## src/rtl/spgc_pkg.sv

```systemverilog
// Package with register map, field positions and reset values of the block.
package spgc_pkg;
    localparam int          ADDR_W          = 8;
    localparam int          DATA_W          = 8;
    localparam int          RAW_W           = 9;
    localparam logic [7:0]  ADDR_PORT_CTRL  = 8'h87;
    localparam logic [7:0]  ADDR_POWER_CTRL = 8'h88;
    localparam logic [7:0]  ADDR_STATUS     = 8'h8F;
    localparam logic [7:0]  PORT_CTRL_RST   = 8'h00;
    localparam logic [7:0]  POWER_CTRL_RST  = 8'h00;
    localparam logic [7:0]  UNMAPPED_RDATA  = 8'h00;
    // Fields of the output port clock and enable register.
    localparam int          GATED_PH_MSB    = 7;
    localparam int          GATED_PH_LSB    = 6;
    localparam int          OUT_PH_MSB      = 5;
    localparam int          OUT_PH_LSB      = 4;
    localparam int          PIN_MODE_BIT    = 1;
    localparam int          EN_LEVEL_BIT    = 0;
    // Fields of the converter port, reset and power register.
    localparam int          CONV_SEL_MSB    = 7;
    localparam int          CONV_SEL_LSB    = 6;
    localparam int          SOFT_RST_BIT    = 5;
    localparam int          MARKER_BIT      = 4;
    localparam int          AUDIO_PD_BIT    = 3;
    localparam int          SCALER_PD_BIT   = 1;
    localparam int          DECODER_PD_BIT  = 0;
    // Phase select codes, shared by both clock outputs.
    localparam logic [1:0]  PHASE_DEFAULT   = 2'h0;
    localparam logic [1:0]  PHASE_HALF      = 2'h1;
    localparam logic [1:0]  PHASE_TRIM      = 2'h2;
    localparam logic [1:0]  PHASE_HALF_TRIM = 2'h3;
    localparam int          PHASE_TRIM_NS   = 3;
endpackage

```

## src/rtl/spgc_ctrl_status.sv

```systemverilog
// Global control and status register bank of the scaler output port.
`timescale 1ns/1ps
module spgc_ctrl_status
(
    input  wire logic                        clk_sys_in,
    input  wire logic                        rst_n_in,
    input  wire logic [spgc_pkg::ADDR_W-1:0] reg_addr_in,
    input  wire logic                        reg_wr_in,
    input  wire logic [spgc_pkg::DATA_W-1:0] reg_wdata_in,
    output logic      [spgc_pkg::DATA_W-1:0] reg_rdata_out,
    input  wire logic                        gated_clock_mode_bit_in,
    input  wire logic                        scaler_clocks_from_xport_in,
    input  wire logic                        image_port_three_state_pin_in,
    input  wire logic                        expansion_port_three_state_pin_in,
    input  wire logic                        fifo_almost_filled_flag_in,
    input  wire logic                        fifo_overflow_flag_in,
    input  wire logic                        formatter_error_flag_in,
    input  wire logic                        scaler_input_field_id_in,
    input  wire logic                        scaler_output_field_id_in,
    input  wire logic [spgc_pkg::RAW_W-1:0]  conv0_sample_in,
    input  wire logic [spgc_pkg::RAW_W-1:0]  conv1_sample_in,
    input  wire logic [spgc_pkg::RAW_W-1:0]  conv2_sample_in,
    input  wire logic [spgc_pkg::RAW_W-1:0]  conv3_sample_in,
    output logic      [1:0]                  out_clk_phase_sel_out,
    output logic      [1:0]                  gated_clk_phase_sel_out,
    output logic                             image_port_drive_en_out,
    output logic                             scaler_hold_reset_out,
    output logic                             scaler_run_allowed_out,
    output logic                             decoder_power_down_out,
    output logic                             scaler_power_down_out,
    output logic                             audio_clk_power_down_out,
    output logic      [spgc_pkg::RAW_W-1:0]  raw_converter_output_port_out
);
    import spgc_pkg::*;

    logic [7:0]       port_ctrl_r;
    logic [7:0]       port_ctrl_nxt;
    logic [7:0]       power_ctrl_r;
    logic [7:0]       power_ctrl_nxt;
    logic [1:0]       image_port_three_state_pin_sync_r;
    logic [1:0]       image_port_three_state_pin_sync_nxt;
    logic [1:0]       expansion_port_three_state_pin_sync_r;
    logic [1:0]       expansion_port_three_state_pin_sync_nxt;
    logic [7:0]       status_byte;
    logic [7:0]       rdata_r;
    logic [7:0]       rdata_nxt;
    logic [1:0]       out_ph_r;
    logic [1:0]       out_ph_nxt;
    logic [1:0]       gated_ph_r;
    logic [1:0]       gated_ph_nxt;
    logic             drive_en_r;
    logic             drive_en_nxt;
    logic             hold_rst_r;
    logic             hold_rst_nxt;
    logic             run_ok_r;
    logic             run_ok_nxt;
    logic             dec_pd_r;
    logic             dec_pd_nxt;
    logic             scl_pd_r;
    logic             scl_pd_nxt;
    logic             aud_pd_r;
    logic             aud_pd_nxt;
    logic [RAW_W-1:0] raw_r;
    logic [RAW_W-1:0] raw_nxt;

    // Register writes; the status address is not decoded for writes.
    always_comb
    begin
        port_ctrl_nxt  = port_ctrl_r;
        power_ctrl_nxt = power_ctrl_r;
        if (reg_wr_in && reg_addr_in == ADDR_PORT_CTRL)
        begin
            port_ctrl_nxt = reg_wdata_in;
        end
        if (reg_wr_in && reg_addr_in == ADDR_POWER_CTRL)
        begin
            power_ctrl_nxt = reg_wdata_in;
        end
    end

    always_ff @(posedge clk_sys_in)
    begin
        if (!rst_n_in)
        begin
            port_ctrl_r  <= PORT_CTRL_RST;
            power_ctrl_r <= POWER_CTRL_RST;
        end
        else
        begin
            port_ctrl_r  <= port_ctrl_nxt;
            power_ctrl_r <= power_ctrl_nxt;
        end
    end

    // The three-state pins are asynchronous to this clock.
    always_comb
    begin
        image_port_three_state_pin_sync_nxt = {image_port_three_state_pin_sync_r[0], image_port_three_state_pin_in};
        expansion_port_three_state_pin_sync_nxt = {expansion_port_three_state_pin_sync_r[0], expansion_port_three_state_pin_in};
    end

    always_ff @(posedge clk_sys_in)
    begin
        if (!rst_n_in)
        begin
            image_port_three_state_pin_sync_r <= 2'h0;
            expansion_port_three_state_pin_sync_r <= 2'h0;
        end
        else
        begin
            image_port_three_state_pin_sync_r <= image_port_three_state_pin_sync_nxt;
            expansion_port_three_state_pin_sync_r <= expansion_port_three_state_pin_sync_nxt;
        end
    end

    // Flags are sampled as they stand, with no capture or hold, so a
    // short pulse between two reads is not seen.
    always_comb
    begin
        status_byte = {expansion_port_three_state_pin_sync_r[1], image_port_three_state_pin_sync_r[1],
                       fifo_almost_filled_flag_in,
                       fifo_overflow_flag_in,
                       power_ctrl_r[MARKER_BIT],
                       formatter_error_flag_in,
                       scaler_input_field_id_in,
                       scaler_output_field_id_in};
        case (reg_addr_in)
            ADDR_PORT_CTRL:  rdata_nxt = port_ctrl_r;
            ADDR_POWER_CTRL: rdata_nxt = power_ctrl_r;
            ADDR_STATUS:     rdata_nxt = status_byte;
            default:         rdata_nxt = UNMAPPED_RDATA;
        endcase
    end

    always_ff @(posedge clk_sys_in)
    begin
        if (!rst_n_in)
        begin
            rdata_r <= UNMAPPED_RDATA;
        end
        else
        begin
            rdata_r <= rdata_nxt;
        end
    end

    // Output controls, registered one cycle behind the register bank.
    always_comb
    begin
        out_ph_nxt = port_ctrl_r[OUT_PH_MSB:OUT_PH_LSB];
        if (gated_clock_mode_bit_in)
        begin
            gated_ph_nxt = port_ctrl_r[GATED_PH_MSB:GATED_PH_LSB];
        end
        else
        begin
            gated_ph_nxt = PHASE_DEFAULT;
        end
        if (port_ctrl_r[PIN_MODE_BIT])
        begin
            drive_en_nxt = image_port_three_state_pin_sync_r[1] == port_ctrl_r[EN_LEVEL_BIT];
        end
        else
        begin
            drive_en_nxt = port_ctrl_r[EN_LEVEL_BIT];
        end
        if (power_ctrl_r[SCALER_PD_BIT])
        begin
            drive_en_nxt = 1'b0;
        end
        hold_rst_nxt = !power_ctrl_r[SOFT_RST_BIT];
        dec_pd_nxt   = power_ctrl_r[DECODER_PD_BIT];
        run_ok_nxt   = !power_ctrl_r[SCALER_PD_BIT] &&
                       !hold_rst_nxt &&
                       (!dec_pd_nxt ||
                        scaler_clocks_from_xport_in);
        scl_pd_nxt   = power_ctrl_r[SCALER_PD_BIT];
        aud_pd_nxt   = power_ctrl_r[AUDIO_PD_BIT];
        case (power_ctrl_r[CONV_SEL_MSB:CONV_SEL_LSB])
            2'h0:    raw_nxt = conv0_sample_in;
            2'h1:    raw_nxt = conv1_sample_in;
            2'h2:    raw_nxt = conv2_sample_in;
            default: raw_nxt = conv3_sample_in;
        endcase
    end

    always_ff @(posedge clk_sys_in)
    begin
        if (!rst_n_in)
        begin
            out_ph_r   <= PHASE_DEFAULT;
            gated_ph_r <= PHASE_DEFAULT;
            drive_en_r <= 1'b0;
            hold_rst_r <= 1'b1;
            run_ok_r   <= 1'b0;
            dec_pd_r   <= 1'b0;
            scl_pd_r   <= 1'b0;
            aud_pd_r   <= 1'b0;
            raw_r      <= '0;
        end
        else
        begin
            out_ph_r   <= out_ph_nxt;
            gated_ph_r <= gated_ph_nxt;
            drive_en_r <= drive_en_nxt;
            hold_rst_r <= hold_rst_nxt;
            run_ok_r   <= run_ok_nxt;
            dec_pd_r   <= dec_pd_nxt;
            scl_pd_r   <= scl_pd_nxt;
            aud_pd_r   <= aud_pd_nxt;
            raw_r      <= raw_nxt;
        end
    end

    assign reg_rdata_out                 = rdata_r;
    assign out_clk_phase_sel_out         = out_ph_r;
    assign gated_clk_phase_sel_out       = gated_ph_r;
    assign image_port_drive_en_out       = drive_en_r;
    assign scaler_hold_reset_out         = hold_rst_r;
    assign scaler_run_allowed_out        = run_ok_r;
    assign decoder_power_down_out        = dec_pd_r;
    assign scaler_power_down_out         = scl_pd_r;
    assign audio_clk_power_down_out      = aud_pd_r;
    assign raw_converter_output_port_out = raw_r;
endmodule

```

## config.mk

```make
export PLATFORM = sky130hd
export DESIGN_NAME = spgc_ctrl_status
export DESIGN_NICKNAME = d
export VERILOG_FILES = /design/src/rtl/spgc_pkg.sv /design/src/rtl/spgc_ctrl_status.sv
export SDC_FILE = /design/constraint.sdc
export NUM_CORES = 1
export LEC_CHECK = 0
export BUFFER_PORTS_ARGS = -buffer_cell sky130_fd_sc_hd__buf_2
export CAP_MARGIN = 15
export CORE_AREA = 3 3 92 50
export CTS_CLUSTER_SIZE = 16
export DETAILED_ROUTE_END_ITERATION = 7
export DIE_AREA = 0 0 95 53
export GPL_TIMING_DRIVEN = 0
export PLACE_DENSITY = 0.82
export SLEW_MARGIN = 0
export SYNTH_ARGS = -nofsm -noshare
export SYNTH_HDL_FRONTEND = slang
export SYNTH_SLANG_ARGS = --single-unit
```

## constraint.sdc

```tcl
create_clock -name clk_sys_in -period 3.1 [get_ports clk_sys_in]
set_input_delay 0.465 -clock clk_sys_in [delete_from_list [all_inputs] [get_ports clk_sys_in]]
set_output_delay 0.465 -clock clk_sys_in [all_outputs]
set_load 0.05 [all_outputs]
```

==> run summary, run 1 <==
Final instance count without filler cells = 312
Ordered list of cells on the worst path = buf_2, mux4_2, and2_1
Slew Limit Fails = 0
DR vias/cell = 4.904
Syn avg cell area = 11.47 um2
Worst Skew = 0.01019 ns
Initial Util = 48.09%
Post-synthesis register bit count = 47
Most frequent cells in the layout = buf_2, dfxtp_1, nand2_1
Sequential-to-total area share from yosys stat = 50.64%
Post-DR wirelength/cell = 14.46 um
Core ar. = 3864 um2
Period utilization = 47.96%
Ys flop type = dfxtp_1
GRT Total Usage = 18.26%
Worst slew margin = 56.43%
Met1 usage = 19.70%
Fillers = 317
Max Root-Sink Buffers = 2
Most common cell after layout, fill and taps aside = buf_2
Leakage = 1.263 nW
Vias in the first global route = 1563
Pwr dens = 479.8 nW/um2
GP Congestion = 0.7882
Via count = 1530
Maximum clock frequency = 0.6726 GHz
ANT cells = 0
Register area = 940.9 um2
Hold Path Stages = 2
Synth unique cells = 21
Yosys warns = 0
GRT met3 Usage = 4.545%
# H-tree levels = 2
Final net count = 321
Syn Nets = 226
Worst Path Required = 3.29 ns
Antenna violations before repair = 0
# clock sinks = 47
Placed cells = 304
Worst-path maximum fanout = 10
Register-to-register setup slack = 1.61 ns
Share of cells above drive strength 1 = 46.51%
Worst-path clk slew = 0.08 ns
Post-synthesis cell area = 1858 um2
Worst Path Buf+Inv = 1
Reg2Reg Capture Point = raw_converter_output_port_out[1]
CP Launch Type = register
Worst Setup Path Type = reg2reg
Port bufs = 88
# IOs = 91
Cell count of the worst reg-to-reg path = 3
Fin. Hold Viols = 0
First-pass GRT wire length = 6879 um
Busiest grt layer = met2
1st-pass router iterations = 4
WP data arrival = 1.67 ns
Final setup fails = 0
WHS Endpoint = expansion_port_three_state_pin_sync_r[0]
Hold_buf cts = 0
Post_cts resized = 0
Tmin final = 1.487 ns
FFs w/ async S/R, synth = 0%
Total Neg Setup Slack = 0 ns
Post-CTS setup repair buffer count = 0
CP peak stage delay = 0.55 ns
Num CTS Buffers = 5
Hold crit path type = in2reg
Pin count of the biggest net entering global routing = 15
Total power = 0.001192 W
Drt drc = 0
Die H = 53 um
Initial DRC count = 68
Width of the die = 95 um
RSZ-0062 raised after global routing = false
Post-route ant nets = 0
EDFF count, synth = 0
Area Overhead vs Synth = 33.67%
Worst VDD drop = 238.4 uV
Hold path startpoint = expansion_port_three_state_pin_in
Routed WL = 4511 um
Crit. End Element = register
Max Cap Viol = 0
Root buffer cell = clkbuf_8
RR Startpoint = power_ctrl_r[6]
Rows = 16
Cells after Synth = 162
Util after Layout = 64.28%
Slowest-stage cell, CP = mux4_2
DIE AREA = 5035 um2
Area of the multi-input gates = 845.8 um2
TritonCTS clock tree = yes
Outcome = completed
Worst-skew pair later-pin latency = 0.29 ns
DP Wirelength = 3450 um
Cell family with most CP delay = multiplexers
Total gr overflow = 0
Met2 usage = 35.12%
Worst slew pin tran = 0.6508 ns
[layer usage]
layer  share of wire [%]  wire [um]  up-vias
li1                    -          -      748
met1                  39       1749      724
met2                  53       2393       56
met3                 7.4        335        2
met4                0.71         32        0
met5                   0          0        -
[area by class of cell]
| class | instances | share of cell area (%) |
|---|---|---|
| repair buffers | 88 | 17.73 |
| clock buffers | 6 | 3.325 |
| clock inverters | 2 | 1.411 |
| well taps | 54 | 2.720 |
| plain buffers | 10 | 1.965 |
| multi-input cells | 99 | 34.06 |
| inverters | 6 | 0.9068 |
| flip-flops and latches | 47 | 37.88 |
[power by group]
part | total (W) | switching, W | internal, W
Combinational | 0.000118 | 0.0000627 | 0.0000556
Sequential | 0.000614 | 0.00000209 | 0.000612
Clock | 0.000459 | 0.000198 | 0.000261
[cells in the mapped netlist (all sizes together) (2+ instances only)]
library cell | count | area share [%]
dfxtp | 47 | 51
nand2 | 25 | 5.1
mux2i | 16 | 8.6
and2 | 13 | 4.4
mux4 | 9 | 11
a22oi | 8 | 3.2
mux2 | 8 | 4.8
nor2 | 8 | 1.6
clkbuf | 6 | 1.2
inv | 6 | 1.2
buf | 4 | 1.4
and3 | 3 | 1.0
nor4b | 2 | 2.6
[sequential cells by signal, indices dropped and copies added, names as in the netlist]
signal                                 count
audio_clk_power_down_out                   1
decoder_power_down_out                     1
expansion_port_three_state_pin_sync_r      2
gated_clk_phase_sel_out                    2
image_port_drive_en_out                    1
image_port_three_state_pin_sync_r          2
out_clk_phase_sel_out                      2
port_ctrl_r                                8
power_ctrl_r                               8
raw_converter_output_port_out              9
reg_rdata_out                              8
scaler_hold_reset_out                      1
scaler_power_down_out                      1
scaler_run_allowed_out                     1
[worst max-delay path by stage]
stage                     slack, ns  cells past startpoint       startpoint                                to
after global routing           1.50                      3  power_ctrl_r[6]  raw_converter_output_port_out[1]
after floorplan                1.64                      4   reg_addr_in[3]                   power_ctrl_r[0]
after global placement         1.34                      4   reg_addr_in[0]                   power_ctrl_r[7]
final                          1.61                      3  power_ctrl_r[6]  raw_converter_output_port_out[1]
after detailed placement       1.33                      4   reg_addr_in[0]                   power_ctrl_r[7]
after CTS                      1.59                      3  power_ctrl_r[6]  raw_converter_output_port_out[1]
[cells by family (layout without fill, tap and decap cells)]
group                  count (synthesis)  count (layout)  share of synthesized area, %
AND/OR/NAND/NOR                       56              56                         17.17
flip-flops                            47              47                         50.64
multiplexers                          33              33                         24.38
buffers and inverters                 16             112                         3.838
AO/OA/AOI/OAI                          9               9                         3.502
XOR/XNOR                               1               1                        0.4715
[metrics by stage]
step,hold slack [ns],setup slack (ns),area (um2)
finish,0.3741,1.613,2484
global route,0.3558,1.496,2484
CTS,0.3655,1.589,2484
detailed placement,0.4186,1.331,2366
global placement,0.4164,1.339,2366
floorplan,0.3907,1.640,1858
No activity file was read; power rests on OpenSTA's default activity.
==> run 2: changes to the inputs <==
Settings changed: ABC_AREA set to 1, CORE_AREA 3 3 92 50 to 3 3 98 53, DIE_AREA 0 0 95 53 to 0 0 101 56, PLACE_DENSITY 0.82 to 0.79.
Clock period 3.1 ns to 1.5 ns, I/O delays scaled along.
==> run 2 against run 1 <==
Compared with the run above: global-route usage down 0.26 points; sequential power rose by 110%; power grew 120%; first-iteration DRC count increased by 49%; synthesized cell count up 82%; cell count rose by 44%; synthesized area rose by 12%; clock power increased by 140%; maximum frequency up 17%; register-to-register slack worse by 1.4 ns; highest routed layer unchanged; critical path type unchanged.
==> run summary, run 2 <==
Worst-path clk slew = 0.09 ns
Period utilization = 84.88%
Cell family with most CP delay = simple AND/OR/NAND/NOR gates
Width of the die = 101 um
Via count = 2151
Maximum clock frequency = 0.7854 GHz
DIE AREA = 5656 um2
Most common cell after layout, fill and taps aside = buf_2
Hold crit path type = in2reg
Hold path startpoint = expansion_port_three_state_pin_in
Largest register FFs = 9
ANT cells = 0
NetSw = 0.0005746 W
Core ar. = 4382 um2
Num CTS Buffers = 5
Antenna violations before repair = 0
Combinational share of power = 9.8%
Reg2Reg Capture Point = raw_converter_output_port_out[7]
Ordered list of cells on the worst path = buf_4, inv_2, nor2_2, nand2_1, nand3_1, o211ai_1, inv_1
Area Overhead vs Synth = 31.52%
Post-synthesis cell area = 2072 um2
RSZ-0062 raised after global routing = false
Post-synthesis register bit count = 47
Post-synth top area cell = dfxtp_1
Post_cts resized = 0
Final net count = 455
GRT Total Usage = 17.99%
Worst-path maximum fanout = 9
Worst Skew = 0.007566 ns
Crit. End Element = register
Post-route ant nets = 0
Int Pwr = 0.002029 W
Die H = 56 um
Vias in the first global route = 1911
Hold_buf cts = 0
Total gr overflow = 0
Routed WL = 5284 um
Share of cells above drive strength 1 = 30.61%
DR vias/cell = 4.791
Initial DRC count = 101
Syn avg cell area = 7.024 um2
Worst Setup Path Type = reg2reg
Fillers = 389
Slowest-stage cell, CP = dfxtp_1
Leakage = 1.574 nW
Worst Path Required = 1.74 ns
RR Startpoint = power_ctrl_r[7]
Sequential-to-total area share from yosys stat = 45.41%
EDFF count, synth = 0
Post-CTS setup repair buffer count = 0
Total power = 0.002604 W
Initial Util = 47.29%
Tmin final = 1.273 ns
Top cell type's share of synthesized area = 45.41%
Rows = 17
Post-Place Setup Slack = 0.2253 ns
1st-pass router iterations = 4
Worst slew pin tran = 0.5061 ns
Cells after Synth = 295
Outcome = completed
Root buffer cell = clkbuf_8
Worst slew margin = 66.26%
# clock sinks = 47
WHS Endpoint = expansion_port_three_state_pin_sync_r[0]
Port bufs = 89
Commonest cells in the netlist = nand2_1, dfxtp_1, inv_1
Cell count of the worst reg-to-reg path = 7
Max Cap Viol = 0
CP Launch Type = register
Syn Nets = 359
Most frequent cells in the layout = buf_2, nand2_1, dfxtp_1
Clk pwr share = 41.4%
Final setup fails = 0
# IOs = 91
Hold Path Stages = 3
Worst Path Buf+Inv = 3
CP peak stage delay = 0.32 ns
Yosys warns = 0
FFs w/ async S/R, synth = 0%
DP Wirelength = 4099 um
First-pass GRT wire length = 8162 um
Register-to-register setup slack = 0.23 ns
Worst-skew pair later-pin latency = 0.30 ns
Count leader, synth = nand2_1
Setup WS post-layout = 0.2268 ns
Worst VDD drop = 411.1 uV
Slew Limit Fails = 0
Synth area leaders = dfxtp_1, nand2_1, nand3_1, inv_1, nor2_1
Post-DR wirelength/cell = 11.77 um
GP Congestion = 0.8547
Flop pwr share = 48.8%
Fin. Hold Viols = 0
# H-tree levels = 2
Total Neg Setup Slack = 0 ns
Ys flop type = dfxtp_1
Pin count of the biggest net entering global routing = 16
Drt drc = 0
Placed cells = 441
TritonCTS clock tree = yes
Synth unique cells = 20
WP data arrival = 1.51 ns
Final instance count without filler cells = 449
Max Root-Sink Buffers = 2
Pwr dens = 955.4 nW/um2
Sw Share = 22.07%
## run 2: cell count changes in the layout (fill, tap and decap cells not counted), moves of 8 or more
cell	delta
nand2_1	+55
nand4_1	+8
inv_1	+39
nand3_1	+41
nor2_1	+21
mux4_2	-9
and2_1	-13
a22oi_1	-8
mux2i_1	-16
mux2_2	-8
## run 2: worst reg2reg max path: cells and delay by family (launching register included)
kind	cells	cell delay, ns
flip-flops	1	0.32
AND/OR/NAND/NOR	3	0.50
buffers and inverters	3	0.31
AO/OA/AOI/OAI	1	0.10
## run 2: per-stage QoR
stage / instance area (um2) / hold slack, ns / utilization [%]
3_5_place_dp: 2589 / 0.4082 / 59.08
3_3_place_gp: 2589 / 0.4014 / 59.08
6_report: 2725 / 0.1068 / 62.19
5_1_grt: 2725 / 0.1120 / 62.19
2_1_floorplan: 2072 / 0.3226 / -
4_1_cts: 2725 / 0.1044 / 62.19
## run 2: logic make-up after synthesis
group,Yosys count,share of synthesized area (%)
buffers and inverters,60,12.44
AND/OR/NAND/NOR,172,37.56
flip-flops,47,45.41
AO/OA/AOI/OAI,16,4.589
## run 2: power groups by stage
stage          combinational [W]  clock, W  sequential [W]
2_1_floorplan          0.0000808         0         0.00135
3_3_place_gp            0.000248         0         0.00130
3_5_place_dp            0.000254         0         0.00130
4_1_cts                 0.000255   0.00110         0.00127
5_1_grt                 0.000274   0.00116         0.00127
6_report                0.000255   0.00108         0.00127
## run 2: per-layer routing
metal  global-route usage (%)  wire [um]  vias to the layer above
li1                         -          -                     1103
met1                    21.93       2180                      954
met2                    31.06       2541                       89
met3                    4.631        521                        5
met4                    5.492         40                        0
met5                        0          0                        -
## run 2: worst max path at each step
stage / end / slack (ns) / depth (start not counted) / start
CTS: raw_converter_output_port_out[7] / 0.24 / 7 / power_ctrl_r[7]
finish: raw_converter_output_port_out[7] / 0.23 / 7 / power_ctrl_r[7]
detailed placement: power_ctrl_r[7] / 0.23 / 8 / reg_addr_in[2]
global placement: power_ctrl_r[6] / 0.24 / 8 / reg_addr_in[2]
floorplan: raw_converter_output_port_out[2] / 0.49 / 7 / power_ctrl_r[7]
global route: raw_converter_output_port_out[7] / 0.13 / 7 / power_ctrl_r[7]
## run 2: area by class of cell
type                            count  area [um2]  area share, %
Buffer                             13       81.33          2.984
Clock buffer                        5       68.82          2.525
Clock inverter                      3       67.56          2.479
Inverter                           47       176.4          6.474
Multi-Input combinational cell    188       873.3          32.05
Sequential cell                    47       940.9          34.53
Tap cell                           57       71.32          2.617
Timing Repair Buffer               89       445.4          16.35
